File: src/rtl/hbcf_pkg.sv
// Overview of operation
// - Awake bridge decodes inputs: 00 coast, 01 reverse, 10 forward, 11 brake.
// - Any terminal swapping high and low passes through a high-impedance dead interval.
// - Sense comparator per bridge flags a trip at the 200 mV reference.
// - A trip forces both low sides on for the decay hold time.
// - After the decay hold the outputs follow the decoded inputs again.
// - An input change during decay hold ends the hold at once.
// - Trip still present after hold: drive for blanking time, then hold again.
// - Limit active past the deglitch time disables that bridge and asserts fault.
// - After the retry time the bridge restarts and fault releases; repeats if persists.
// - Overcurrent shutdown affects only the bridge where it was detected.
// - High side, low side and sense overcurrent all count as overcurrent.
// - Over-temperature disables all switches and asserts fault until it clears.
// - Supply lockout disables everything, resets logic, asserts fault until supply recovers.
// - Active only with supply good, wake delay elapsed, and sleep pin high or low for less than the sleep entry delay.
// - Sleep pin low for the sleep entry delay puts all outputs high-impedance.
// - Power-up with sleep pin low goes straight to sleep; wake needs the delay.
// - Fault disables the affected bridge, asserts fault, and recovers automatically.
package hbcf_pkg;

    // ************************************************************
    // Timing
    // ************************************************************
    localparam int unsigned CLK_MHZ = 125;
    localparam int unsigned DECAY_HOLD_NS = 20000;
    localparam int unsigned BLANKING_NS = 1000;
    localparam int unsigned DEGLITCH_NS = 1000;
    localparam int unsigned RETRY_US = 1000;
    localparam int unsigned WAKE_US = 100;
    localparam int unsigned SLEEP_US = 100;
    localparam int unsigned DEAD_NS = 200;
    localparam int unsigned DECAY_HOLD_CYC = DECAY_HOLD_NS * CLK_MHZ / 1000;
    localparam int unsigned BLANKING_CYC = BLANKING_NS * CLK_MHZ / 1000;
    localparam int unsigned DEGLITCH_CYC = DEGLITCH_NS * CLK_MHZ / 1000;
    localparam int unsigned RETRY_CYC = RETRY_US * CLK_MHZ;
    localparam int unsigned WAKE_CYC = WAKE_US * CLK_MHZ;
    localparam int unsigned SLEEP_CYC = SLEEP_US * CLK_MHZ;
    localparam int unsigned DEAD_CYC = DEAD_NS * CLK_MHZ / 1000;
    localparam int unsigned CNT_W = 20;

    // ************************************************************
    // Types
    // ************************************************************
    typedef enum logic [1:0] {
        HBCF_COAST   = 2'b00,
        HBCF_REVERSE = 2'b01,
        HBCF_FORWARD = 2'b10,
        HBCF_BRAKE   = 2'b11
    } hbcf_drive_e;

    // Terminal drive request: on means driven, high selects high side
    typedef struct packed {
        logic on;
        logic high;
    } hbcf_term_s;

    // Per-bridge analog monitor flags
    typedef struct packed {
        logic chop_trip;
        logic hs_limit;
        logic ls_limit;
        logic sense_ocp;
    } hbcf_sense_s;

    typedef enum logic [1:0] {
        HBCF_ST_SLEEP = 2'b00,
        HBCF_ST_WAKE  = 2'b01,
        HBCF_ST_ACT   = 2'b10,
        HBCF_ST_ENTER = 2'b11
    } hbcf_mode_e;

endpackage

File: src/rtl/hbcf_term.sv
// One bridge terminal with dead interval on every high/low swap
module hbcf_term
    import hbcf_pkg::*;
#(
    parameter int unsigned DEAD_CYCLES = DEAD_CYC
) (
    input  wire logic clk_in,
    input  wire logic nrst_in,
    input  wire hbcf_term_s req_in,
    output logic hs_on_out,
    output logic ls_on_out
);
    logic [7:0] dead_q, dead_d;
    logic hs_q, hs_d, ls_q, ls_d;

    always_comb begin
        dead_d = (dead_q != 8'h00) ? dead_q - 8'h01 : 8'h00;
        hs_d = 1'b0;
        ls_d = 1'b0;
        if (hs_q || ls_q) begin
            if (!req_in.on || (req_in.high != hs_q)) begin
                // Release and hold off, so a one-cycle coast cannot shorten the gap
                dead_d = 8'(DEAD_CYCLES);
            end else begin
                hs_d = hs_q;
                ls_d = ls_q;
            end
        end else if (req_in.on && dead_q == 8'h00) begin
            hs_d = req_in.high;
            ls_d = !req_in.high;
        end
    end

    always_ff @(posedge clk_in) begin
        if (!nrst_in) begin
            dead_q <= 8'h00;
            hs_q <= 1'b0;
            ls_q <= 1'b0;
        end else begin
            dead_q <= dead_d;
            hs_q <= hs_d;
            ls_q <= ls_d;
        end
    end

    assign hs_on_out = hs_q;
    assign ls_on_out = ls_q;
endmodule

File: src/rtl/hbcf_bridge.sv
// Per-bridge decode, chopping and overcurrent retry
module hbcf_bridge
    import hbcf_pkg::*;
#(
    parameter int unsigned DECAY_CYCLES = DECAY_HOLD_CYC,
    parameter int unsigned BLANK_CYCLES = BLANKING_CYC,
    parameter int unsigned DEGLITCH_CYCLES = DEGLITCH_CYC,
    parameter int unsigned RETRY_CYCLES = RETRY_CYC
) (
    input  wire logic clk_in,
    input  wire logic nrst_in,
    input  wire logic enable_in,
    input  wire logic [1:0] ctrl_in,
    input  wire hbcf_sense_s sense_in,
    output hbcf_term_s term_a_out,
    output hbcf_term_s term_b_out,
    output logic ocp_out
);
    typedef enum logic [1:0] {
        HB_DRIVE = 2'b00,
        HB_DECAY = 2'b01,
        HB_BLANK = 2'b10,
        HB_OCP   = 2'b11
    } hb_state_e;

    hb_state_e st_q, st_d;
    logic [CNT_W-1:0] cnt_q, cnt_d;
    logic [CNT_W-1:0] deg_q, deg_d;
    logic [1:0] ctrl_prev_q;
    logic limit;
    hbcf_drive_e drv;

    assign limit = sense_in.hs_limit | sense_in.ls_limit | sense_in.sense_ocp;

    always_comb begin
        st_d = st_q;
        cnt_d = cnt_q;
        deg_d = (limit && st_q != HB_OCP) ? deg_q + 1'b1 : '0;
        unique case (st_q)
            HB_DRIVE: begin
                if (sense_in.chop_trip) begin
                    st_d = HB_DECAY;
                    cnt_d = CNT_W'(DECAY_CYCLES);
                end
            end
            HB_DECAY: begin
                if (ctrl_in != ctrl_prev_q) begin
                    st_d = HB_DRIVE;
                end else if (cnt_q <= CNT_W'(1)) begin
                    if (sense_in.chop_trip) begin
                        st_d = HB_BLANK;
                        cnt_d = CNT_W'(BLANK_CYCLES);
                    end else begin
                        st_d = HB_DRIVE;
                    end
                end else begin
                    cnt_d = cnt_q - 1'b1;
                end
            end
            HB_BLANK: begin
                if (cnt_q <= CNT_W'(1)) begin
                    st_d = HB_DECAY;
                    cnt_d = CNT_W'(DECAY_CYCLES);
                end else begin
                    cnt_d = cnt_q - 1'b1;
                end
            end
            HB_OCP: begin
                if (cnt_q <= CNT_W'(1)) begin
                    st_d = HB_DRIVE;
                end else begin
                    cnt_d = cnt_q - 1'b1;
                end
            end
        endcase
        if (deg_q >= CNT_W'(DEGLITCH_CYCLES)) begin
            st_d = HB_OCP;
            cnt_d = CNT_W'(RETRY_CYCLES);
            deg_d = '0;
        end
        if (!enable_in) begin
            st_d = HB_DRIVE;
            cnt_d = '0;
            deg_d = '0;
        end
    end

    always_ff @(posedge clk_in) begin
        if (!nrst_in) begin
            st_q <= HB_DRIVE;
            cnt_q <= '0;
            deg_q <= '0;
            ctrl_prev_q <= 2'b00;
        end else begin
            st_q <= st_d;
            cnt_q <= cnt_d;
            deg_q <= deg_d;
            ctrl_prev_q <= ctrl_in;
        end
    end

    always_comb begin
        drv = hbcf_drive_e'(ctrl_in);
        if (st_q == HB_DECAY) begin
            drv = HBCF_BRAKE;
        end
        unique case (drv)
            HBCF_COAST: begin
                term_a_out = '{on: 1'b0, high: 1'b0};
                term_b_out = '{on: 1'b0, high: 1'b0};
            end
            HBCF_REVERSE: begin
                term_a_out = '{on: 1'b1, high: 1'b0};
                term_b_out = '{on: 1'b1, high: 1'b1};
            end
            HBCF_FORWARD: begin
                term_a_out = '{on: 1'b1, high: 1'b1};
                term_b_out = '{on: 1'b1, high: 1'b0};
            end
            HBCF_BRAKE: begin
                term_a_out = '{on: 1'b1, high: 1'b0};
                term_b_out = '{on: 1'b1, high: 1'b0};
            end
        endcase
        if (!enable_in || st_q == HB_OCP) begin
            term_a_out = '{on: 1'b0, high: 1'b0};
            term_b_out = '{on: 1'b0, high: 1'b0};
        end
    end

    assign ocp_out = (st_q == HB_OCP);
endmodule

File: src/rtl/hbcf_top.sv
// Dual bridge chopping and fault control
module hbcf_top
    import hbcf_pkg::*;
#(
    parameter int unsigned DECAY_CYCLES = DECAY_HOLD_CYC,
    parameter int unsigned BLANK_CYCLES = BLANKING_CYC,
    parameter int unsigned DEGLITCH_CYCLES = DEGLITCH_CYC,
    parameter int unsigned RETRY_CYCLES = RETRY_CYC,
    parameter int unsigned WAKE_CYCLES = WAKE_CYC,
    parameter int unsigned SLEEP_CYCLES = SLEEP_CYC,
    parameter int unsigned DEAD_CYCLES = DEAD_CYC
) (
    // Clock and reset
    input  wire logic CLK_IN,
    input  wire logic NRST_IN,
    // Controller pins
    input  wire logic SLEEP_REQUEST_LOW_IN,
    input  wire logic [1:0] BRIDGE_CONTROL_A_IN,
    input  wire logic [1:0] BRIDGE_CONTROL_B_IN,
    // Analog monitors, sense flags one per bridge
    input  wire hbcf_pkg::hbcf_sense_s [1:0] SENSE_IN,
    input  wire logic OVER_TEMP_IN,
    input  wire logic SUPPLY_LOCKOUT_IN,
    // Gate drive, [1:0] per bridge
    output logic [1:0] TERM_A_HS_OUT,
    output logic [1:0] TERM_A_LS_OUT,
    output logic [1:0] TERM_B_HS_OUT,
    output logic [1:0] TERM_B_LS_OUT,
    // Open-drain fault flag, enable low pulls pin low
    output logic FAULT_FLAG_LOW_OUT,
    output logic FAULT_FLAG_LOW_OE_N_OUT,
    output logic ACTIVE_OUT
);
    // ************************************************************
    // Input synchronisers
    // ************************************************************
    localparam int SW = 4 + 8 + 3;
    logic [SW-1:0] s1_q, s2_q;
    logic sleep_n, otp, supply_lockout;
    logic [1:0] ctl_a, ctl_b;
    hbcf_sense_s [1:0] sense;

    always_ff @(posedge CLK_IN) begin
        if (!NRST_IN) begin
            s1_q <= '0;
            s2_q <= '0;
        end else begin
            s1_q <= {SLEEP_REQUEST_LOW_IN, OVER_TEMP_IN, SUPPLY_LOCKOUT_IN,
                     BRIDGE_CONTROL_A_IN, BRIDGE_CONTROL_B_IN, SENSE_IN};
            s2_q <= s1_q;
        end
    end
    assign {sleep_n, otp, supply_lockout, ctl_a, ctl_b, sense} = s2_q;

    // ************************************************************
    // Mode sequencing
    // ************************************************************
    hbcf_mode_e mode_q, mode_d;
    logic [CNT_W-1:0] tmr_q, tmr_d;
    logic run;

    always_comb begin
        mode_d = mode_q;
        tmr_d = tmr_q;
        unique case (mode_q)
            HBCF_ST_SLEEP: begin
                if (sleep_n) begin
                    mode_d = HBCF_ST_WAKE;
                    tmr_d = CNT_W'(WAKE_CYCLES);
                end
            end
            HBCF_ST_WAKE: begin
                if (!sleep_n) begin
                    mode_d = HBCF_ST_SLEEP;
                end else if (tmr_q <= CNT_W'(1)) begin
                    mode_d = HBCF_ST_ACT;
                end else begin
                    tmr_d = tmr_q - 1'b1;
                end
            end
            HBCF_ST_ACT: begin
                if (!sleep_n) begin
                    mode_d = HBCF_ST_ENTER;
                    tmr_d = CNT_W'(SLEEP_CYCLES);
                end
            end
            HBCF_ST_ENTER: begin
                if (sleep_n) begin
                    mode_d = HBCF_ST_ACT;
                end else if (tmr_q <= CNT_W'(1)) begin
                    mode_d = HBCF_ST_SLEEP;
                end else begin
                    tmr_d = tmr_q - 1'b1;
                end
            end
        endcase
        if (supply_lockout) begin
            // Lockout restarts the wake sequence from sleep
            mode_d = HBCF_ST_SLEEP;
            tmr_d = '0;
        end
    end

    always_ff @(posedge CLK_IN) begin
        if (!NRST_IN) begin
            mode_q <= HBCF_ST_SLEEP;
            tmr_q <= '0;
        end else begin
            mode_q <= mode_d;
            tmr_q <= tmr_d;
        end
    end

    // Bridges keep running until the sleep entry delay ends
    assign run = (mode_q == HBCF_ST_ACT || mode_q == HBCF_ST_ENTER) && !supply_lockout && !otp;

    // ************************************************************
    // Bridges
    // ************************************************************
    logic [1:0] overcurrent_shutdown;
    logic [1:0] a_hs, a_ls, b_hs, b_ls;
    logic [1:0][1:0] ctl;
    assign ctl[0] = ctl_a;
    assign ctl[1] = ctl_b;

    for (genvar g = 0; g < 2; g++) begin : g_br
        hbcf_term_s ta, tb;
        hbcf_bridge #(
            .DECAY_CYCLES(DECAY_CYCLES),
            .BLANK_CYCLES(BLANK_CYCLES),
            .DEGLITCH_CYCLES(DEGLITCH_CYCLES),
            .RETRY_CYCLES(RETRY_CYCLES)
        ) u_br (
            .clk_in(CLK_IN),
            .nrst_in(NRST_IN),
            .enable_in(run),
            .ctrl_in(ctl[g]),
            .sense_in(sense[g]),
            .term_a_out(ta),
            .term_b_out(tb),
            .ocp_out(overcurrent_shutdown[g])
        );
        hbcf_term #(.DEAD_CYCLES(DEAD_CYCLES)) u_ta (
            .clk_in(CLK_IN),
            .nrst_in(NRST_IN),
            .req_in(ta),
            .hs_on_out(a_hs[g]),
            .ls_on_out(a_ls[g])
        );
        hbcf_term #(.DEAD_CYCLES(DEAD_CYCLES)) u_tb (
            .clk_in(CLK_IN),
            .nrst_in(NRST_IN),
            .req_in(tb),
            .hs_on_out(b_hs[g]),
            .ls_on_out(b_ls[g])
        );
    end

    // ************************************************************
    // Outputs
    // ************************************************************
    logic fault_d, fault_q, act_q;
    assign fault_d = supply_lockout | otp | (|overcurrent_shutdown);

    always_ff @(posedge CLK_IN) begin
        if (!NRST_IN) begin
            fault_q <= 1'b0;
            act_q <= 1'b0;
        end else begin
            fault_q <= fault_d;
            act_q <= run;
        end
    end

    // Terminal stage outputs are already registered
    assign TERM_A_HS_OUT = a_hs;
    assign TERM_A_LS_OUT = a_ls;
    assign TERM_B_HS_OUT = b_hs;
    assign TERM_B_LS_OUT = b_ls;
    assign FAULT_FLAG_LOW_OUT = 1'b0;
    assign FAULT_FLAG_LOW_OE_N_OUT = !fault_q;
    assign ACTIVE_OUT = act_q;
endmodule

File: config.mk
export PLATFORM = sky130hd
export DESIGN_NAME = hbcf_top
export DESIGN_NICKNAME = d
export VERILOG_FILES = /design/src/rtl/hbcf_pkg.sv /design/src/rtl/hbcf_term.sv /design/src/rtl/hbcf_bridge.sv /design/src/rtl/hbcf_top.sv
export SDC_FILE = /design/constraint.sdc
export NUM_CORES = 1
export LEC_CHECK = 0
export BUFFER_PORTS_ARGS = -buffer_cell sky130_fd_sc_hd__buf_2
export CELL_PAD_IN_SITES_DETAIL_PLACEMENT = 1
export CELL_PAD_IN_SITES_GLOBAL_PLACEMENT = 2
export CORE_ASPECT_RATIO = 1.25
export CORE_MARGIN = 2
export CORE_UTILIZATION = 31
export CTS_BUF_LIST = sky130_fd_sc_hd__clkbuf_16
export CTS_CLUSTER_DIAMETER = 50
export DETAILED_ROUTE_END_ITERATION = 8
export PLACE_DENSITY_LB_ADDON = 0.1
export SLEW_MARGIN = 30
export SYNTH_ARGS = -nofsm -noshare
export SYNTH_HDL_FRONTEND = slang
export SYNTH_HIERARCHICAL = 1
export SYNTH_SLANG_ARGS = --single-unit
File: constraint.sdc
create_clock -name CLK_IN -period 5.5 [get_ports CLK_IN]
set_input_delay 0.275 -clock CLK_IN [delete_from_list [all_inputs] [get_ports CLK_IN]]
set_output_delay 0.275 -clock CLK_IN [all_outputs]
set_load 0.01 [all_outputs]
==> results.toml <==
[cells_and_area]
antennaDiodeCount = 0
post-route-util = 0.356
final_cell_mix = "182 x dfxtp_1, 78 x nor2_1, 57 x nand2_1, 43 x inv_1, 42 x a21oi_1"
final_nets = 1001
design_area_sq_mm = 0.00950
multiInputGateArea_sq_mm = 0.00454
fillerInstances = 3100
area_delta_synth_final_pct = 13.8
post_layout_nonfiller_instances = 1317
final_layout_size_suffix_gt1_frac = 0.0936
layout_commonest_cell = "dfxtp_1"
seq_area_sq_mm = 0.00364

[floorplan]
io_pins = 28
dieArea_sq_mm = 0.0283
core.rowCount = 67
die_h_um = 188
die_width_um = 151
start_util = 0.313
coreArea_sq_mm = 0.0267

[critical_path]
slowest_delay_ns = 0.72
crit_path_start_kind = "flop"
critPathMaxFanout = 13
cp_cell_sequence = "nor3b_2 -> nand2_1 -> nor2_1 -> o211ai_1 -> a211oi_1"
endpoint_kind = "flop"
arrival_ns = 3.15
slowest_stage = "nor3b_2"
path_class = "flop to flop"
regToRegSetupSlack_ns = 2.68
cp.required_ns = 5.83

[sta]
hold_viol = 0
relSlewSlack = 0.423
tightest_slew_ns = 0.854
holdWs_ns = 0.0495
min_period_ns = 2.82
finalSetupViolations = 0
finalMaxSlewViolations = 0
worst_slack_ns = 2.68
period_share = 0.512
skew_ns = 0.0118
fmax_mhz = 355
rsz0062_at_grt = "false"
fin_setup_tns_ns = 0

[yosys]
synthSimpleGateAreaFrac = 0.265
synthAdderAreaFrac = 0.0327
synth_top_area_frac = 0.436
syn_avg_cell_area_sq_um = 9.18
syn-instance-count = 910
synth_seq_area_share = 0.436
synth-edff-count = 0
synth-main-ff-cell = "dfxtp_1"
synth_top_family_by_area = "simple AND/OR/NAND/NOR gates"
synthDistinctLibCells = 74
synth_compound_area_frac = 0.172
async_flop_share = 0
yosys-top-cells-area = "dfxtp_1 44%, xnor2_1 4.2%, nor2_1 3.5%, ha_1 3.0%, or4_1 2.8%"
syn_area_sq_mm = 0.00835
synthXorXnorAreaFrac = 0.0535
synth_top_cell_by_area = "dfxtp_1"
synth.ff_latch_count = 182
ys_warn_count = 6
synthMuxAreaShare = 0.00734

[cts]
cts-buffers-inserted = 17
post_cts_buffers = 0
cts_hold_buf = 0
htree_levels = 4
worstSkewPairLatency_ns = 0.43
cts_tree = "built"
clk_pin_slew_ns = 0.07
root_buffer = "clkbuf_16"
post_cts_resized = 0
cts_sinks = 182
clk_path_buf_depth = 2

[global_routing]
antenna_found_initial = 0
grt_pass1_wl_um = 36400
first_global_vias = 7207
track_usage = 0.161
grt_max_degree = 35
grt-ovfl-total = 0

[placement]
post-place-ws_ns = 2.63
gp_congestion = 0.783
placed_area_sq_mm = 0.00895
dp.final_hpwl_um = 15600
io_buffers = 26
placedCellCount = 1290

[drt]
via_per_inst = 5.28
drtIter0Drc = 220
vias = 6949
drc = 0
dr.pass1.iters = 6
wire_per_inst_um = 16.4
wl_um = 21700
antenna_left = 0

[power]
vdd_drop_max_mv = 0.163
finalPower_mw = 3.44
power.density_mw_per_mm2 = 362
p_leak_nw = 3.54

[run]
maxCapViolCount = 0

[hold_path]
min_path_type = "input pin to flop"

[status]
status = "completed"
==> cells in the mapped netlist (7+ instances only) <==
cell type / number
a211oi_1: 15
a21o_1: 7
a21oi_1: 42
a31oi_1: 23
and2_1: 35
clkbuf_1: 9
dfxtp_1: 182
ha_1: 20
inv_1: 40
nand2_1: 57
nand2b_1: 7
nand3_1: 16
nand4_1: 9
nor2_1: 78
nor2b_1: 10
nor3_1: 27
nor3b_1: 16
nor4_1: 19
o21ai_0: 27
o2bb2ai_1: 8
o31ai_1: 13
or2_2: 7
or3_1: 37
or4_1: 31
xnor2_1: 40
xor2_1: 11
==> where the power goes <==
group / switching [mW] / leakage (nW) / internal (mW)
clock network: 0.495 / 0.281 / 0.693
logic: 0.362 / 1.77 / 0.325
registers: 0.119 / 1.49 / 1.45
==> worst max-delay path: cells and delay by family, from the launching register on <==
kind	cells	cell delay, ns
and+or+nand+nor	3	1.63
DFF	1	0.39
AOI/OAI and AO/OA	2	0.69
==> metal layers <==
metal,global-route usage,routed length [um],part of all wire,vias to the layer above
met5,0,0,0,-
met4,0.0561,394,0.018,0
met3,0.0307,484,0.022,26
met2,0.285,11100,0.51,73
met1,0.192,9660,0.45,3412
li1,-,-,-,3438
==> flip-flops by register name, summed over array words and instances (netlist names), named ones only <==
register,cells
g_br.u_tb/dead_q,16
tmr_q,20
g_br.u_tb/hs_on_out,2
g_br.u_br/cnt_q,40
g_br.u_br/ctrl_prev_q,4
s2_q,15
g_br.u_br/st_q,4
g_br.u_tb/ls_on_out,2
g_br.u_ta/ls_on_out,2
fault_q,1
mode_q,1
g_br.u_ta/dead_q,16
g_br.u_ta/hs_on_out,2
ACTIVE_OUT,1
s1_q,15
g_br.u_br/deg_q,40
==> area by class of cell <==
| class | count | area share |
|---|---|---|
| clock buffer | 17 | 0.0448 |
| clock inverter | 10 | 0.0126 |
| inverter | 40 | 0.0158 |
| multi-input combinational | 689 | 0.478 |
| sequential | 182 | 0.384 |
| tap | 345 | 0.0454 |
| timing repair buffer | 34 | 0.0200 |
==> cell families after synthesis <==
logic type / after synthesis
other cells: 3
xor+xnor: 51
mux: 6
compound gates: 200
buf+inv: 61
fa+ha+maj: 22
flops: 182
simple gates: 385
==> worst paths after layout <==
check | depth (start not counted) | endpoint | from
min reg2reg | 1 | s2_q[10]$_SDFF_PN0_ | s1_q[10]$_SDFF_PN0_
min | 2 | s1_q[11]$_SDFF_PN0_ | BRIDGE_CONTROL_A_IN[1]
max reg2reg | 5 | g_br[1].u_br/cnt_q[1]$_SDFFE_PP0P_ | flop
max | 5 | g_br[1].u_br/cnt_q[1]$_SDFFE_PP0P_ | flop
(Power assumes the default switching activity.)
